`config.mk`:
```
export PLATFORM = sky130hd
export DESIGN_NAME = lacc_access
export DESIGN_NICKNAME = d
export VERILOG_FILES = /design/src/shared/lacc_pkg.sv /design/src/rtl/lacc_self_test.sv /design/src/rtl/lacc_access.sv
export VERILOG_INCLUDE_DIRS = /design/src /design/src/shared
export SDC_FILE = /design/constraint.sdc
export NUM_CORES = 1
export LEC_CHECK = 0
export ABC_AREA = 1
export BUFFER_PORTS_ARGS = -buffer_cell sky130_fd_sc_hd__buf_2
export CORE_ASPECT_RATIO = 0.9
export CORE_UTILIZATION = 64
export CTS_CLUSTER_DIAMETER = 150
export CTS_CLUSTER_SIZE = 40
export DETAILED_ROUTE_END_ITERATION = 12
export HOLD_SLACK_MARGIN = 0.08
export PLACE_DENSITY = 0.84
export SLEW_MARGIN = 20
export SYNTH_ARGS = -nofsm -noshare
export SYNTH_HDL_FRONTEND = slang
export SYNTH_HIERARCHICAL = 1
export SYNTH_SLANG_ARGS = --single-unit
```
`constraint.sdc`:
```
create_clock -name clk_i -period 5.65 [get_ports clk_i]
set_clock_uncertainty 0.05 [all_clocks]
set_input_delay 1.13 -clock clk_i [delete_from_list [all_inputs] [get_ports clk_i]]
set_output_delay 1.13 -clock clk_i [all_outputs]
set_load 0.01 [all_outputs]
```
`src/shared/lacc_defines.svh`:
```
/*
  Constants for the locality access and error control block: access register field
  positions, reset values, locality count, buffer size and self-test timing.
  Assumes a 25 MHz core clock.
*/
`ifndef LACC_DEFINES_SVH
`define LACC_DEFINES_SVH

// ----------------------------------------------------------------------------
// Access register fields
// ----------------------------------------------------------------------------
`define LACC_BIT_ESTABLISHMENT  0
`define LACC_BIT_REQUEST_USE    1
`define LACC_BIT_PENDING        2
`define LACC_BIT_SEIZE          3
`define LACC_BIT_SEIZED         4
`define LACC_BIT_ACTIVE         5
`define LACC_BIT_RESERVED       6
`define LACC_BIT_VALID          7
`define LACC_SHUTDOWN_READ      8'hff
`define LACC_RESET_VALUE        8'h01

// ----------------------------------------------------------------------------
// Sizes and timing
// ----------------------------------------------------------------------------
`define LACC_NUM_LOCALITIES     5
`define LACC_HASH_LOCALITY      4
`define LACC_MIN_INPUT_BYTES    1101
`define LACC_CLK_HZ             25000000
`define LACC_SELF_TEST_MS       1000
`define LACC_SELF_TEST_CYCLES   ((`LACC_CLK_HZ / 1000) * `LACC_SELF_TEST_MS)
`define LACC_VALID_DELAY        2

`endif

```
`src/shared/lacc_pkg.sv`:
```
/*
  Types for the locality access and error control block.
  Assumes lacc_defines.svh is available on the include path.
*/
`default_nettype none
package lacc_pkg;
  // Register access from the host bus front end
  typedef struct packed {
    logic       rd;
    logic       wr;
    logic [2:0] locality;
    logic [7:0] wdata;
  } lacc_access_type;

  // Read answer towards the host bus front end
  typedef struct packed {
    logic       done;
    logic       long_wait;
    logic       abort;
    logic [7:0] rdata;
  } lacc_answer_type;

  // Error mode of the module
  typedef enum logic [1:0] {LACC_WORKING, LACC_FAILURE, LACC_SHUTDOWN} lacc_mode_type;
endpackage
`default_nettype wire

```
`src/rtl/lacc_self_test.sv`:
```
/*
  Self-test sequencer: runs the deferred self-test after the continue command,
  and never starts on early boot queries such as the timeout capability.
  Assumes a single core clock; commands arrive as one-cycle pulses.
*/
`include "lacc_defines.svh"
`default_nettype none
module lacc_self_test #(
  parameter int unsigned TEST_CYCLES = `LACC_SELF_TEST_CYCLES
) (
  input  wire logic clk_i,
  input  wire logic resetn_i,
  input  wire logic continue_i,
  input  wire logic timeout_query_i,
  input  wire logic fail_inject_i,
  output logic      busy_o,
  output logic      done_o,
  output logic      failed_o
);
  initial begin
    if (TEST_CYCLES < 1) $error("TEST_CYCLES must be at least 1");
  end

  logic [31:0] count;
  wire         start_test = continue_i & ~busy_o & ~done_o;

  // ----------------------------------------------------------------------------
  // Test timer
  // ----------------------------------------------------------------------------
  // Capability queries do not touch the timer
  always_ff @(posedge clk_i or negedge resetn_i) begin
    if (!resetn_i) begin
      count    <= 32'h0;
      busy_o   <= 1'b0;
      done_o   <= 1'b0;
      failed_o <= 1'b0;
    end else if (start_test) begin
      busy_o <= 1'b1;
      count  <= 32'h0;
    end else if (busy_o) begin
      if (fail_inject_i) failed_o <= 1'b1;
      if (count == 32'(TEST_CYCLES - 1)) begin
        busy_o <= 1'b0;
        done_o <= 1'b1;
      end else begin
        count <= count + 32'h1;
      end
    end
  end
endmodule  // lacc_self_test
`default_nettype wire

```
`src/rtl/lacc_access.sv`:
```
/*
  Locality access register bank with error modes (working, failure, shutdown),
  command input byte counter and self-test sequencing.
  Assumes a host bus front end that presents one-cycle access strobes with the
  locality decoded, and that resetn_i is driven by the hardware init signal.
  Attack and error inputs come from pins and are synchronised here.
*/
`include "lacc_defines.svh"
`default_nettype none
module lacc_access #(
  parameter int unsigned NUM_LOC     = `LACC_NUM_LOCALITIES,
  parameter int unsigned INPUT_BYTES = `LACC_MIN_INPUT_BYTES,
  parameter int unsigned TEST_CYCLES = `LACC_SELF_TEST_CYCLES
) (
  input  wire logic                   clk_i,
  input  wire logic                   resetn_i,
  input  wire lacc_pkg::lacc_access_type access_i,
  input  wire logic                   established_i,
  input  wire logic                   attack_i,
  input  wire logic                   error_i,
  input  wire logic                   cmd_byte_i,
  input  wire logic                   cmd_start_i,
  input  wire logic                   hash_cmd_i,
  input  wire logic                   continue_test_i,
  input  wire logic                   timeout_query_i,
  output lacc_pkg::lacc_answer_type   answer_o,
  output logic [2:0]                  active_loc_o,
  output logic                        loc_active_o,
  output logic                        hash_accept_o,
  output logic                        cmd_overflow_o,
  output logic                        failure_mode_o,
  output logic                        shutdown_o,
  output logic                        self_test_done_o
);
  initial begin
    if (NUM_LOC < 1 || NUM_LOC > 8) $error("NUM_LOC must be 1 to 8");
    if (INPUT_BYTES < `LACC_MIN_INPUT_BYTES) $error("INPUT_BYTES below minimum");
  end

  // ----------------------------------------------------------------------------
  // Pin synchronisers
  // ----------------------------------------------------------------------------
  logic [1:0] attack_sync;
  logic [1:0] error_sync;
  logic [1:0] est_sync;
  always_ff @(posedge clk_i or negedge resetn_i) begin
    if (!resetn_i) begin
      attack_sync <= 2'h0;
      error_sync  <= 2'h0;
      est_sync    <= 2'h0;
    end else begin
      attack_sync <= {attack_sync[0], attack_i};
      error_sync  <= {error_sync[0], error_i};
      est_sync    <= {est_sync[0], established_i};
    end
  end
  wire attack_s = attack_sync[1];
  wire error_s  = error_sync[1];

  // ----------------------------------------------------------------------------
  // Error mode
  // ----------------------------------------------------------------------------
  lacc_pkg::lacc_mode_type mode;
  lacc_pkg::lacc_mode_type next_mode;
  logic test_failed;
  always_comb begin
    next_mode = mode;
    unique case (mode)
      lacc_pkg::LACC_WORKING: begin
        if (attack_s) next_mode = lacc_pkg::LACC_SHUTDOWN;
        else if (error_s | test_failed) next_mode = lacc_pkg::LACC_FAILURE;
      end
      lacc_pkg::LACC_FAILURE: begin
        if (attack_s) next_mode = lacc_pkg::LACC_SHUTDOWN;
      end
      lacc_pkg::LACC_SHUTDOWN: next_mode = lacc_pkg::LACC_SHUTDOWN;  // held until init
      default: next_mode = lacc_pkg::LACC_SHUTDOWN;
    endcase
  end
  // Init clears shutdown; a persisting attack re-enters it via the sync chain
  always_ff @(posedge clk_i or negedge resetn_i) begin
    if (!resetn_i) mode <= lacc_pkg::LACC_WORKING;
    else mode <= next_mode;
  end
  wire in_shutdown = (mode == lacc_pkg::LACC_SHUTDOWN);

  // ----------------------------------------------------------------------------
  // Valid settle timer after init
  // ----------------------------------------------------------------------------
  logic [1:0] settle;
  always_ff @(posedge clk_i or negedge resetn_i) begin
    if (!resetn_i) settle <= 2'h0;
    else if (settle != 2'(`LACC_VALID_DELAY)) settle <= settle + 2'h1;
  end
  wire regs_valid = (settle == 2'(`LACC_VALID_DELAY)) & ~in_shutdown;

  // ----------------------------------------------------------------------------
  // Access write decode
  // ----------------------------------------------------------------------------
  logic [NUM_LOC-1:0] request;
  logic [NUM_LOC-1:0] seized;
  logic [2:0]         owner;
  logic               owned;

  wire [2:0] loc     = access_i.locality;
  wire       wr_ok   = access_i.wr & ~in_shutdown & (32'(loc) < NUM_LOC);
  // Zero fields do nothing; priority when several are set: seize, release, request
  wire       w_seize = wr_ok & access_i.wdata[`LACC_BIT_SEIZE];
  wire       w_rel   = wr_ok & access_i.wdata[`LACC_BIT_ACTIVE] & ~w_seize;
  wire       w_req   = wr_ok & access_i.wdata[`LACC_BIT_REQUEST_USE] & ~w_seize & ~w_rel;
  wire       w_clrsz = wr_ok & access_i.wdata[`LACC_BIT_SEIZED];
  wire       is_own  = owned & (owner == loc);
  wire       do_rel  = w_rel & is_own;
  wire       do_seize = w_seize & owned & (loc > owner);

  // Highest set bit of a request vector
  function automatic logic [3:0] lacc_highest(input logic [NUM_LOC-1:0] v);
    lacc_highest = 4'h0;
    for (int i = 0; i < NUM_LOC; i++) begin
      if (v[i]) lacc_highest = {1'b1, 3'(i)};
    end
  endfunction

  logic [NUM_LOC-1:0] next_request;
  always_comb begin
    next_request = request;
    if (w_req & ~is_own) next_request[loc] = 1'b1;
    if (w_rel & ~is_own) next_request[loc] = 1'b0;  // cancel pending
  end
  wire [3:0] pick = lacc_highest(next_request);

  // ----------------------------------------------------------------------------
  // Arbitration
  // ----------------------------------------------------------------------------
  wire grant_free = ~owned & pick[3];
  wire grant_rel  = do_rel & pick[3];
  always_ff @(posedge clk_i or negedge resetn_i) begin
    if (!resetn_i) begin
      owned   <= 1'b0;
      owner   <= 3'h0;
      request <= '0;
    end else begin
      request <= next_request;
      if (do_seize | (w_seize & ~owned)) begin
        owned <= 1'b1;
        owner <= loc;
        request[loc] <= 1'b0;
      end else if (grant_free | grant_rel) begin
        owned <= 1'b1;
        owner <= pick[2:0];
        request[pick[2:0]] <= 1'b0;
      end else if (do_rel) begin
        owned <= 1'b0;
      end
    end
  end

  // Seized flags: set wins over clear
  genvar g;
  generate
    for (g = 0; g < NUM_LOC; g++) begin : g_seized
      always_ff @(posedge clk_i or negedge resetn_i) begin
        if (!resetn_i) seized[g] <= 1'b0;
        else if (do_seize & (owner == 3'(g))) seized[g] <= 1'b1;
        else if (w_clrsz & (loc == 3'(g))) seized[g] <= 1'b0;
      end
    end
  endgenerate

  // ----------------------------------------------------------------------------
  // Read data and answer
  // ----------------------------------------------------------------------------
  // A waited read keeps the locality of its strobe
  logic       rd_wait;
  logic [2:0] rd_loc;
  wire  [2:0] rloc   = rd_wait ? rd_loc : loc;
  wire        loc_ok = 32'(rloc) < NUM_LOC;
  wire        r_own  = owned & (owner == rloc);
  wire [7:0] rd_word = {regs_valid, 1'b0,
                        r_own,
                        loc_ok & seized[rloc],
                        1'b0,
                        |(request & ~(loc_ok ? (NUM_LOC'(1) << rloc) : '0)),
                        loc_ok & request[rloc],
                        ~est_sync[1]};
  wire  rd_go = (access_i.rd | rd_wait);
  always_ff @(posedge clk_i or negedge resetn_i) begin
    if (!resetn_i) begin
      answer_o <= '0;
      rd_wait  <= 1'b0;
      rd_loc   <= 3'h0;
    end else if (in_shutdown) begin
      answer_o <= {access_i.rd | access_i.wr, 1'b0, access_i.rd | access_i.wr,
                   `LACC_SHUTDOWN_READ};
      rd_wait  <= 1'b0;
    end else if (rd_go & ~regs_valid) begin
      answer_o <= {1'b0, 1'b1, 1'b0, 8'h00};
      rd_wait  <= 1'b1;
      rd_loc   <= rloc;
    end else begin
      answer_o <= {rd_go | access_i.wr, 1'b0, 1'b0, rd_go ? rd_word : 8'h00};
      rd_wait  <= 1'b0;
    end
  end

  // ----------------------------------------------------------------------------
  // Command input counter and hash path
  // ----------------------------------------------------------------------------
  logic [15:0] byte_count;
  always_ff @(posedge clk_i or negedge resetn_i) begin
    if (!resetn_i) begin
      byte_count     <= 16'h0;
      cmd_overflow_o <= 1'b0;
      hash_accept_o  <= 1'b0;
    end else begin
      hash_accept_o <= hash_cmd_i & ~owned & ~in_shutdown;
      if (cmd_start_i) begin
        byte_count     <= 16'h0;
        cmd_overflow_o <= 1'b0;
      end else if (cmd_byte_i) begin
        if (byte_count == 16'(INPUT_BYTES)) cmd_overflow_o <= 1'b1;
        else byte_count <= byte_count + 16'h1;
      end
    end
  end

  // ----------------------------------------------------------------------------
  // Self test and status outputs
  // ----------------------------------------------------------------------------
  logic test_done;
  lacc_self_test #(.TEST_CYCLES(TEST_CYCLES)) u_self_test (
    .clk_i           (clk_i),
    .resetn_i        (resetn_i),
    .continue_i      (continue_test_i & ~in_shutdown),
    .timeout_query_i (timeout_query_i),
    .fail_inject_i   (error_s),
    .busy_o          (),
    .done_o          (test_done),
    .failed_o        (test_failed)
  );
  always_ff @(posedge clk_i or negedge resetn_i) begin
    if (!resetn_i) begin
      active_loc_o     <= 3'h0;
      loc_active_o     <= 1'b0;
      failure_mode_o   <= 1'b0;
      shutdown_o       <= 1'b0;
      self_test_done_o <= 1'b0;
    end else begin
      active_loc_o     <= owner;
      loc_active_o     <= owned;
      failure_mode_o   <= (mode == lacc_pkg::LACC_FAILURE);
      shutdown_o       <= in_shutdown;
      self_test_done_o <= test_done;
    end
  end
endmodule  // lacc_access
`default_nettype wire

```
# Word level (Yosys, flattened, before mapping)
# Index checks and enable logic that the tools add are counted.
[totals]
regBits = 99
word_cells = 203
[op_classes]
n_addsub = 3
magnitude_cmp = 8
n_eq_ne = 20
shift = 1
n_mux = 55
bitwise_logic = 62
n_reduce_logical = 23
[op_table]
columns = ["cell", "n"]
rows = [
  ["32-bit 2-to-1 mux", 3],
  ["16-bit 2-to-1 mux", 3],
  ["1-bit bitwise AND", 38],
  ["32-bit by 1-bit adder with 32-bit output (second input constant)", 1],
  ["32-bit by 25-bit == test with 1-bit output (second input constant)", 1],
  ["1-bit 2-to-1 mux", 25],
  ["5-bit 2-to-1 mux", 5],
  ["11-bit 2-to-1 mux", 2],
  ["5-bit bitwise AND", 4],
  ["4-bit 2-to-1 mux", 5],
  ["2-bit nonzero test", 9],
  ["16-bit by 1-bit adder with 16-bit output (second input constant)", 1],
  ["16-bit by 11-bit == test with 1-bit output (second input constant)", 1],
  ["5-bit NOT", 3],
  ["3-bit by 2-bit == test with 1-bit output (second input constant)", 4],
  ["3-bit by 4-bit less-than comparator with 1-bit output (second input constant)", 3],
  ["1-bit NOT", 10],
  ["2-bit AND reduction", 5],
  ["3-bit 2-to-1 mux", 3],
  ["8-bit 2-to-1 mux", 1],
  ["1-bit binary-select mux with 3-bit select", 2],
  ["1-bit demux with 3-bit select", 2],
  ["3-bit by 1-bit == test with 1-bit output (second input constant)", 2],
  ["3-bit == test", 2],
  ["21 further kinds", 37],
]

# Depth between registers and ports, before layout
# Gate-level depths: netlist of run 1.
[logic_depth]
depth_word = 26
depth_mapped = 16
depth_no_buf = 16

# By module
# Netlist of run 1, hierarchy kept.
[modules_own_cells]
columns = ["mod", "n_inst", "cells_each", "area_each_um2", "seq_area_each_um2"]
rows = [
  ["lacc_access", 1, 393, 3249.4, 1526.5],
  ["lacc_self_test", 1, 371, 2334.7, 875.8],
]

# Worst setup path before layout of run 1
# No wires, ideal clock.
[synth_path]
kind = "input to register"
from = "input access_i[8] (netlist bit)"
to = "register owner[2]"
setup_time_ns = 0.117
arrival_ns = 2.465
t_required_ns = 5.483
slack_ns = 3.019
stages = 12
n_path_buf = 0
path_cell_list = "inv_1 ha_1 nand3_4 nand2_4 nor2_4 nand2_1 nand3_2 nand3_2 o21bai_4 nand2_2 nand2_1 nand2_1"
[synth_between]
elab_chain_cells = 19
elab_cells_between_ends = 42
classes_between = "order compare: 4; eq/ne: 1; mux: 11; bitwise: 24; reduce/logical: 2"
[synth_lines]
columns = ["element", "line_no", "text"]
rows = [
  ["from (decl)", "lacc_access.sv:17", "input wire lacc_pkg::lacc_access_type access_i,"],
  ["3-bit less-than comparator", "lacc_access.sv:106", "wire wr_ok = access_i.wr & ~in_shutdown & (32'(loc) < NUM_LOC);"],
  ["1-bit bitwise AND", "lacc_access.sv:106", ""],
  ["1-bit bitwise AND", "lacc_access.sv:108", "wire w_seize = wr_ok & access_i.wdata[`LACC_BIT_SEIZE];"],
  ["1-bit NOT", "lacc_access.sv:109, lacc_access.sv:110", ""],
  ["1-bit bitwise AND", "lacc_access.sv:109", "wire w_rel = wr_ok & access_i.wdata[`LACC_BIT_ACTIVE] & ~w_seize;"],
  ["1-bit NOT", "lacc_access.sv:110", "wire w_req = wr_ok & access_i.wdata[`LACC_BIT_REQUEST_USE] & ~w_seize & ~w_rel;"],
  ["1-bit bitwise AND", "lacc_access.sv:110", ""],
  ["1-bit bitwise AND", "lacc_access.sv:127", "if (w_req & ~is_own) next_request[loc] = 1'b1;"],
  ["5-bit 2-to-1 mux", "lacc_access.sv:127", ""],
  ["5-bit bitwise AND (no line)", "n/a", ""],
  ["5-bit 2-to-1 mux", "lacc_access.sv:128", "if (w_rel & ~is_own) next_request[loc] = 1'b0;"],
  ["4-bit 2-to-1 mux (5 in a row)", "lacc_access.sv:120", "if (v[i]) lacc_highest = {1'b1, 3'(i)};"],
  ["1-bit bitwise AND, on equally long branches", "lacc_access.sv:135, lacc_access.sv:136", ""],
  ["1-bit OR", "lacc_access.sv:148", "end else if (grant_free | grant_rel) begin"],
  ["2-bit nonzero test (no line)", "n/a", ""],
  ["to (signal assigned)", "lacc_access.sv:146", "owner <= loc;"],
  ["to (signal assigned)", "lacc_access.sv:150", "owner <= pick[2:0];"],
  ["to (decl)", "lacc_access.sv:102", "logic [2:0] owner;"],
]
# Several ways; a longest one is shown, not always the timed one. The select of a mux whose other input is x is not followed.
# A chain may end at the register's enable or synchronous reset.

# Worst setup path after layout of run 1
[layout_path]
from = "input continue_test_i"
to = "register u_self_test.count[9]"
[layout_between]
elab_chain_cells = 5
elab_cells_between_ends = 7
classes_between = "eq/ne: 1; mux: 1; bitwise: 3; reduce/logical: 2"
[layout_lines]
columns = ["element", "line_no", "text"]
rows = [
  ["from (decl)", "lacc_access.sv:24", "input wire logic continue_test_i,"],
  ["1-bit bitwise AND *", "lacc_access.sv:234", ".continue_i (continue_test_i & ~in_shutdown),"],
  ["1-bit bitwise AND * (2 in a row)", "lacc_self_test.sv:25", "wire start_test = continue_i & ~busy_o & ~done_o;"],
  ["2-bit by 1-bit != test with 1-bit output (no line) / 2-bit nonzero test (equally long branches)", "n/a", ""],
  ["2-bit AND reduction (no line)", "n/a", ""],
  ["to (signal assigned)", "lacc_self_test.sv:46", "count <= count + 32'h1;"],
  ["to (decl)", "lacc_self_test.sv:24", "logic [31:0] count;"],
]
# Every way passes the cells marked *; elsewhere a longest branch is shown, timed or not.

==> impl_metrics.ini, run 1 <==
[setup_path]
critPathMaxFanout = 33
cp_top_family = buffers and inverters
cp-start-kind = input port
critPathBufInv = 4
arrival_ns = 2.95
slowest_delay_ns = 0.59
crit_type = input port to flop
r2r_setup_slack_ns = 2.98
critPathSlowestCell = nand2_1
required_ns = 5.85
worst_setup_path_end_kind = flop
crit_chain = buf_2, inv_1, nor2_1, nand3_1, buf_4, nand3_1, nand2_1, buf_4, o21ai_0

[grt]
antenna_found_initial = 0
grt_util_all_layers_pct = 29.53
grt_pass1_vias = 4822
grt_max_degree = 53
grt-ovfl-total = 0
grt_pass1_wl_mm = 21.44

[timing]
maxSlewViolCount = 0
worst_slew_pin_slew_ns = 0.7654
final.setup.tns_ns = 0
fin_crit_ns = 2.749
finalHoldViolCount = 0
max_freq_mhz = 363.7
period_share_pct = 48.66
rsz0062_at_grt = no
timing.hold.ws_ns = 0.3064
fin_ws_ns = 2.901
setup-violations-final = 0
maxSlewHeadroom_pct = 48.85

[power_and_ir_drop]
peakVddDrop_mv = 0.1882
p_leak_nw = 2.715
power_w = 0.001434
pwr_density_cell_nw_per_um2 = 237.8

[die]
initial_core_util_pct = 67.59
fp-row-count = 31
die_h_um = 90.62
dieWidth_um = 100.5
io_pins = 43
dieArea_um2 = 9103
coreArea_um2 = 8262

[cells_and_area]
antenna_cells = 0
syn2layout_area_growth_pct = 7.954
nNetsFinal = 831
drive_gt1_share_pct = 11.79
fill_cells = 666
final_area_um2 = 6028

[synth]
synth_largest_area_cell = dfrtp_1
synth-edff-count = 0
yosys.cell_types.count = 45
yosysTopAreaCellShare_pct = 43.02
synth_ff_type = dfrtp_1
synthTopCellsByArea = dfrtp_1 (43%), nand2_1 (15%), inv_1 (6.0%)
avgSynthCellArea_um2 = 7.309
synth_fp_nets = 794
yosys_register_bits = 96
ys_seq_area_share_pct = 43.02
ys_warn_count = 6
synth_area_um2 = 5584
syn-instance-count = 764
async_reset_ff_share_pct = 100.0

[worst_hold_path]
hp-class = flop to flop

[drt]
via_per_inst = 5.548
route.detailed.wl_per_inst_um = 13.59
drcViolationCount = 0
wl_mm = 12.52
route.vias.total = 5110
detail-route-antenna-nets = 0
drtPass1Iterations = 5
drt_iter0_markers = 283

[clock_network]
clk_path_buf_depth = 2
cts_tree = done
cts.sinks = 96
cts_setup_buffers = 0
cts_max_level = 3
clkTransAtPathRegs_ns = 0.10
root_buffer = clkbuf_8
clk_latency_ns = 0.37
ctsHoldBuffers = 0
cts_buffers = 9
cts_resized = 0

[placed_design]
pre_cts_ws_ns = 2.526
io_buffers = 37
gp_congestion = 0.9035
placed_area_um2 = 5839
hpwl_mm = 9.259

[flow_run]
drv_cap = 0

[run_status]
status = finished, final reports clean
==> worst reg2reg max path, delay by kind of cell, from the launching register on <==
kind / cells / cell delay [ns]
AND/OR/NAND/NOR: 6 / 1.07
flip-flops: 1 / 0.43
buffers and inverters: 3 / 0.93
AO/OA/AOI/OAI: 1 / 0.08
==> where the power goes <==
group	leakage [nW]	switching, W	internal (W)	total, W
combinational	1.41	0.000152	0.0000757	0.000227
sequential	1.20	0.0000401	0.000729	0.000769
clock	0.0992	0.000258	0.000179	0.000437
==> cells in the mapped netlist (2+ instances only) <==
library cell / instances
nand2_1: 223
dfrtp_1: 96
inv_1: 90
nor2_1: 85
nand3_1: 57
o21ai_0: 46
o21ai_1: 27
a21oi_1: 18
nand4_1: 14
nor3_1: 13
ha_1: 7
xor2_1: 7
inv_2: 6
nand2_2: 6
nand3_2: 5
o21bai_1: 5
o31ai_1: 5
buf_2: 4
buf_6: 4
nor2_2: 4
buf_4: 3
nand2_4: 3
nor2_4: 3
o22ai_1: 3
or2_2: 3
buf_1: 2
nand4_2: 2
nor3_2: 2
nor4_1: 2
o21a_1: 2
o41ai_1: 2
xnor2_1: 2
==> cell families after synthesis <==
family,count (synthesis),share of synthesized area [%]
fa+ha+maj,7,1.568
simple gates,427,34.19
compound gates,114,11.52
xor+xnor,9,1.412
flops,96,43.02
buf+inv,111,8.290
==> registers in the layout (all words and copies together), names as in the netlist <==
register              cells
active_loc_o              3
answer_o                 10
attack_sync               2
byte_count               16
cmd_overflow_o            1
error_sync                2
est_sync                  2
failure_mode_o            1
hash_accept_o             1
loc_active_o              1
mode                      2
owned                     1
owner                     3
rd_loc                    3
request                   5
seized                    5
self_test_done_o          1
settle                    2
u_self_test/busy_o        1
u_self_test/count        32
u_self_test/done_o        1
u_self_test/failed_o      1
==> metal layers <==
metal  track usage, %  part of all wire [%]
met5                0                     0
met3            6.424                   7.1
met4            8.937                   1.6
met2            48.63                    48
met1            38.94                    43
==> layout by cell type (no fill, tap or decap), drive strengths merged, types with 2 or more instances in the layout <==
cell type / synthesis / final
nand2: 232 / 232
inv: 96 / 99
dfrtp: 96 / 96
nor2: 93 / 93
o21ai: 74 / 74
nand3: 63 / 63
buf: 13 / 40
a21oi: 19 / 19
nand4: 16 / 16
nor3: 15 / 15
clkbuf: 1 / 10
xor2: 7 / 7
ha: 7 / 7
o21bai: 6 / 6
o31ai: 5 / 5
or2: 4 / 4
clkinv: 1 / 4
o22ai: 3 / 3
o41ai: 2 / 2
o21a: 2 / 2
xnor2: 2 / 2
nor4: 2 / 2
==> through the flow <==
stage          std cells  utilization (%)
2_1_floorplan        764                -
3_3_place_gp         905            70.68
3_5_place_dp         905            70.68
4_1_cts              921            72.97
5_1_grt              921            72.97
6_report             921            72.97
==> area by class of cell <==
type,instances,area [um^2],share of cell area [%]
flip-flops and latches,96,2402,39.85
multi-input cells,557,2719,45.10
inverters,97,364.1,6.040
clock buffers,10,137.6,2.283
clock inverters,6,51.30,0.8510
repair buffers,40,210.2,3.487
well taps,115,143.9,2.387
==> path summary, 6_finish.rpt <==
| check | depth (start not counted) | end | start |
|---|---|---|---|
| min in group asynchronous | 1 | u_self_test/count[2] | resetn_i |
| hold reg to reg | 0 | error_sync[1] | error_sync[0] |
| max in group asynchronous | 2 | u_self_test/count[11] | resetn_i |
| hold / removal | 0 | error_sync[1] | error_sync[0] |
| setup / recovery | 9 | u_self_test/count[9] | continue_test_i |
| setup reg to reg | 10 | u_self_test/count[9] | mode[1] |
No activity file was read; power rests on OpenSTA's default activity.
==> run 2: changes to the inputs <==
--- a/config.mk
+++ b/config.mk
@@ -9,12 +9,12 @@
 export ABC_AREA = 1
 export BUFFER_PORTS_ARGS = -buffer_cell sky130_fd_sc_hd__buf_2
 export CORE_ASPECT_RATIO = 0.9
-export CORE_UTILIZATION = 64
+export CORE_UTILIZATION = 55
 export CTS_CLUSTER_DIAMETER = 150
 export CTS_CLUSTER_SIZE = 40
 export DETAILED_ROUTE_END_ITERATION = 12
 export HOLD_SLACK_MARGIN = 0.08
-export PLACE_DENSITY = 0.84
+export PLACE_DENSITY = 0.77
 export SLEW_MARGIN = 20
 export SYNTH_ARGS = -nofsm -noshare
 export SYNTH_HDL_FRONTEND = slang
==> constraint.sdc (replaced) <==
create_clock -name clk_i -period 2.5 [get_ports clk_i]
set_clock_uncertainty 0.05 [all_clocks]
set_input_delay 0.5 -clock clk_i [delete_from_list [all_inputs] [get_ports clk_i]]
set_output_delay 0.5 -clock clk_i [all_outputs]
set_load 0.01 [all_outputs]
==> run 2 against run 1 <==
  * Final cell count is 2.2% higher
  * Critical path type is now flop to flop
  * Register-to-register slack worse by 2.7 ns
  * Flip-flop and latch count unchanged
  * Sequential power is 120% higher
  * Worst hold slack lost 0.16 ns
  * Core utilization down 9.0 points
  * Power increased to 2.7 times the previous value
  * Setup slack worse by 2.6 ns
  * Critical endpoint is now owner[0]
==> impl_metrics.ini, run 2 (synthesis results as in run 1) <==
[timing]
rsz0062_at_grt = no
final.setup.tns_ns = 0
setup-violations-final = 0
max_freq_mhz = 448.4
maxSlewViolCount = 0
fin_ws_ns = 0.2697
fin_crit_ns = 2.230
period_share_pct = 89.21
worst_slew_pin_slew_ns = 0.7056
finalHoldViolCount = 0
maxSlewHeadroom_pct = 52.96

[setup_path]
crit_type = flop to flop
critPathMaxFanout = 7
cp-start-kind = flop
arrival_ns = 2.42
worst_setup_path_end_kind = flop
required_ns = 2.69

[clock_network]
clkTransAtPathRegs_ns = 0.07
clk_path_buf_depth = 2
root_buffer = clkbuf_16
cts_resized = 0
clk_latency_ns = 0.35
cts_tree = done
ctsHoldBuffers = 0
cts_max_level = 3
cts.sinks = 96
cts_setup_buffers = 0
cts_buffers = 9

[cells_and_area]
largest_reg_flops = 32
layout_common_cells = nand2_1 (223), dfrtp_1 (96), inv_1 (90)
syn2layout_area_growth_pct = 12.10
layout_commonest_cell = nand2_1
drive_gt1_share_pct = 12.76
regMostFlops = u_self_test/count
antenna_cells = 0
nNetsFinal = 840
reg.largest.list = u_self_test/count x32, byte_count x16, answer_o x10
fill_cells = 862
fin_util_pct = 63.98

[run_status]
status = finished, final reports clean

[power_and_ir_drop]
internal_power_w = 0.002774
p_leak_nw = 2.826
p_comb_share_pct = 14.3
swShare_pct = 27.76
p_seq_share_pct = 45.2
clkPwrFrac_pct = 40.5
peakVddDrop_mv = 0.3615
power_w = 0.003840
pwr_density_cell_nw_per_um2 = 613.4
power.switching_w = 0.001066

[drt]
wl_mm = 13.34
route.detailed.wl_per_inst_um = 14.18
via_per_inst = 5.413
drt_iter0_markers = 350
drtPass1Iterations = 5
route.vias.total = 5094
detail-route-antenna-nets = 0
drcViolationCount = 0

[worst_hold_path]
hp-class = input port to asynchronous set/reset pin

[die]
fp-row-count = 34
dieArea_um2 = 10560
coreArea_um2 = 9784
initial_core_util_pct = 57.07
die_h_um = 97.59
io_pins = 43
dieWidth_um = 108.2

[placed_design]
gp_congestion = 0.9052
io_buffers = 37
hpwl_mm = 9.754
pre_cts_ws_ns = 0.1226

[grt]
grt_pass1_vias = 4907
antenna_found_initial = 0
grt_pass1_wl_mm = 22.60
grt_util_all_layers_pct = 27.18
grt-ovfl-total = 0
grt_max_degree = 54

[flow_run]
drv_cap = 0
## run 2: cell types whose count changed in the layout (fill, tap and decap cells not counted), sizes merged
cell	before	now
buf	40	49
bufinv	0	2
inv	99	97
clkbuf	10	11
clkinv	4	3
## run 2: metrics by stage
step / area, um^2 / hold WS [ns] / instances
floorplan: 5584 / 0.1544 / 764
global placement: 5921 / 0.2840 / 925
detailed placement: 5921 / 0.2895 / 925
CTS: 6260 / 0.1723 / 941
global route: 6260 / 0.1927 / 941
finish: 6260 / 0.1448 / 941
## run 2: area by class of cell
class / instances / area, um^2 / area share, %
well taps: 126 / 157.7 / 2.518
flip-flops and latches: 96 / 2402 / 38.38
repair buffers: 49 / 277.8 / 4.437
clock inverters: 5 / 86.33 / 1.379
clock buffers: 11 / 252.7 / 4.038
inverters: 97 / 364.1 / 5.817
multi-input cells: 557 / 2719 / 43.43
## run 2: path summary, 6_finish.rpt
path,to,from,slack [ns],depth (start not counted)
max in group asynchronous,u_self_test/count[24],resetn_i,1.58,2
worst max register to register,owner[0],owner[1],0.27,14
worst max-delay path,owner[0],owner[1],0.27,14
worst min-delay path,self_test_done_o,resetn_i,0.14,1
worst min register to register,est_sync[1],est_sync[0],0.30,0
min in group clk_i,est_sync[0],established_i,0.20,1
## run 2: routing by layer
layer	wire (um)	global-route usage, %	part of all wire, %	up-vias
met4	196	7.798	1.5	0
met3	627	6.103	4.7	19
li1	-	-	-	2563
met5	0	0	0	-
met1	6125	36.69	46	2357
met2	6393	43.51	48	155
## run 2: worst max-delay path, stage by stage (launching register included)
cell and delay (ns):
dfrtp_1 0.44, inv_1 0.12, ha_1 0.28, nand2_1 0.08
inv_1 0.07, nand3_4 0.11, nand2_4 0.08, nor2_4 0.16
nand2_1 0.08, nand3_2 0.12, nand3_2 0.11, o21bai_4 0.20
nand2_2 0.08, nand2_1 0.06, nand2_1 0.05
## run 2: power by group through the flow
stage	sequential (W)	combinational (W)	clock, W
after floorplan	0.00175	0.000345	0
after global placement	0.00176	0.000529	0
after detailed placement	0.00176	0.000543	0
after CTS	0.00173	0.000546	0.00158
after global routing	0.00174	0.000623	0.00164
final	0.00173	0.000549	0.00156
==> run 3: changes to the inputs <==
--- a/config.mk
+++ b/config.mk
@@ -7,14 +7,14 @@
 export NUM_CORES = 1
 export LEC_CHECK = 0
 export ABC_AREA = 1
-export BUFFER_PORTS_ARGS = -buffer_cell sky130_fd_sc_hd__buf_2
 export CORE_ASPECT_RATIO = 0.9
-export CORE_UTILIZATION = 55
+export CORE_UTILIZATION = 58
 export CTS_CLUSTER_DIAMETER = 150
 export CTS_CLUSTER_SIZE = 40
 export DETAILED_ROUTE_END_ITERATION = 12
+export DONT_BUFFER_PORTS = 1
 export HOLD_SLACK_MARGIN = 0.08
-export PLACE_DENSITY = 0.77
+export PLACE_DENSITY = 0.76
 export SLEW_MARGIN = 20
 export SYNTH_ARGS = -nofsm -noshare
 export SYNTH_HDL_FRONTEND = slang
==> run 3 against run 2 <==
  * Critical path depth unchanged
  * Combinational power is 14% lower
  * Fmax is essentially flat
  * Cell area down 5.7%
  * Clock-buffer cell count shrank 2
  * The flow now finishes with violations (negative hold slack)
  * Flip-flop and latch count is the same
  * Die area fell by 5.1%
  * Largest power group unchanged
  * Core utilization fell by 0.16 points
  * Largest cell class unchanged
  * Non-clock buffer count shrank 39
  * Via count decreased by 2.6%
  * Global-route usage is 0.083 points higher
  * Critical path type unchanged
  * Power decreased by 17%
==> impl_metrics.ini, run 3 (synthesis results as in run 1) <==
[placed_design]
gp_congestion = 0.9418
placed_area_um2 = 5690
io_buffers = 0
pre_cts_ws_ns = 0.2687
hpwl_mm = 9.070

[power_and_ir_drop]
clkPwrFrac_pct = 30.9
p_comb_share_pct = 14.8
swShare_pct = 31.17
power.switching_w = 0.0009937
p_seq_share_pct = 54.4
peakVddDrop_mv = 0.4600
p_leak_nw = 2.605
internal_power_w = 0.002194
pwr_density_cell_nw_per_um2 = 540.1

[cells_and_area]
reg.largest.list = u_self_test/count x32, byte_count x16, answer_o x10
largest_reg_flops = 32
regMostFlops = u_self_test/count
drive_gt1_share_pct = 7.990
layout_commonest_cell = nand2_1
nNetsFinal = 801
syn2layout_area_growth_pct = 5.691
final_area_um2 = 5902
layout_common_cells = nand2_1 (223), dfrtp_1 (96), inv_1 (90)
antenna_cells = 0

[setup_path]
crit_end = owner[0]
r2r_end = owner[0]
worst_setup_path_end_kind = flop
timing.rr.start = owner[1]
crit_type = flop to flop
required_ns = 2.72
crit_start = owner[1]
r2r_cells = 14
arrival_ns = 2.45
cp-start-kind = flop
r2r_setup_slack_ns = 0.27
critPathMaxFanout = 7

[run_status]
violations = negative hold slack
status = finished, violations left

[grt]
grt_pass1_wl_mm = 21.42
grt_util_all_layers_pct = 27.26
antenna_found_initial = 0
grt-ovfl-total = 0
grt_pass1_vias = 4676
grt_max_degree = 97

[die]
fp-row-count = 33
dieWidth_um = 105.4
die_h_um = 95.09
coreArea_um2 = 9249
initial_core_util_pct = 60.38
dieArea_um2 = 10020
io_pins = 43

[clock_network]
cts_buffers = 9
cts_tree = done
cts.sinks = 96
root_buffer = clkbuf_8
ctsHoldBuffers = 3
clk_latency_ns = 0.38
cts_setup_buffers = 0
cts_max_level = 3
clk_path_buf_depth = 2
clkTransAtPathRegs_ns = 0.09
cts_resized = 0

[drt]
drtPass1Iterations = 5
wl_mm = 12.44
drcViolationCount = 0
detail-route-antenna-nets = 0
route.vias.total = 4960
drt_iter0_markers = 326
route.detailed.wl_per_inst_um = 13.86
via_per_inst = 5.523

[timing]
worst_slew_pin_slew_ns = 0.5963
period_share_pct = 89.27
setup-violations-final = 0
finalHoldViolCount = 96
timing.hold.ws_ns = -0.2407
final.setup.tns_ns = 0
rsz0062_at_grt = no
maxSlewViolCount = 0
max_freq_mhz = 448.1
fin_ws_ns = 0.2682
fin_crit_ns = 2.232
maxSlewHeadroom_pct = 59.83

[flow_run]
drv_cap = 0

[worst_hold_path]
hp-class = input port to asynchronous set/reset pin
==> run 3: cell types whose count changed in the layout (fill, tap and decap cells not counted) <==
cell           change
clkinv_4           -1
bufinv_16          -2
inv_6              +4
clkinv_2           +1
buf_2             -36
clkbuf_8           +7
dlygate4sd3_1      +3
buf_4              -6
clkbuf_16          -9
==> run 3: layout make-up <==
cell class                      instances  area [um^2]
Timing Repair Buffer                   10        82.58
Sequential cell                        96         2402
Fill cell                             826         3347
Tap cell                              122        152.6
Clock inverter                          7        57.56
Inverter                               97        364.1
Multi-Input combinational cell        557         2719
Clock buffer                            9        123.9
==> run 3: power groups by stage <==
| stage | registers, W | clock network (W) | logic (W) |
|---|---|---|---|
| after floorplan | 0.00175 | 0 | 0.000345 |
| after global placement | 0.00176 | 0 | 0.000447 |
| after detailed placement | 0.00176 | 0 | 0.000460 |
| after CTS | 0.00173 | 0.00101 | 0.000465 |
| after global routing | 0.00174 | 0.00107 | 0.000531 |
| final | 0.00173 | 0.000984 | 0.000471 |
==> run 3: layer usage <==
layer	global-route usage, %	share of wire (%)
met5	0	0
met3	7.177	6.0
met1	35.00	46
met4	7.394	1.1
met2	46.05	47
==> run 3: worst min-delay path by stage <==
stage / startpoint / to / slack, ns / cells after the start
after global routing: resetn_i / u_self_test/count[2] / -0.28 / 0
after CTS: resetn_i / u_self_test/count[31] / -0.27 / 0
final: resetn_i / u_self_test/count[5] / -0.24 / 0
after global placement: resetn_i / u_self_test/count[4] / 0.16 / 0
after floorplan: resetn_i / active_loc_o[0] / 0.15 / 0
after detailed placement: resetn_i / u_self_test/count[5] / 0.16 / 0
==> run 3: critical path: stages, from the launching register on <==
cell and delay, ns:
dfrtp_1 0.44, inv_1 0.11, ha_1 0.28, nand2_1 0.08, inv_1 0.07, nand3_4 0.10, nand2_4 0.08, nor2_4 0.17
nand2_1 0.08, nand3_2 0.13, nand3_2 0.12, o21bai_4 0.21, nand2_2 0.08, nand2_1 0.06, nand2_1 0.05
==> run 3: metrics by stage <==
step           total power [W]  utilization (%)  hold WS (ns)  std cells
2_1_floorplan         0.002096                -        0.1544        764
3_3_place_gp          0.002204            61.53        0.1566        879
3_5_place_dp          0.002222            61.53        0.1561        879
4_1_cts               0.003207            63.81       -0.2681        898
5_1_grt               0.003339            63.81       -0.2800        898
6_report              0.003188            63.81       -0.2407        898
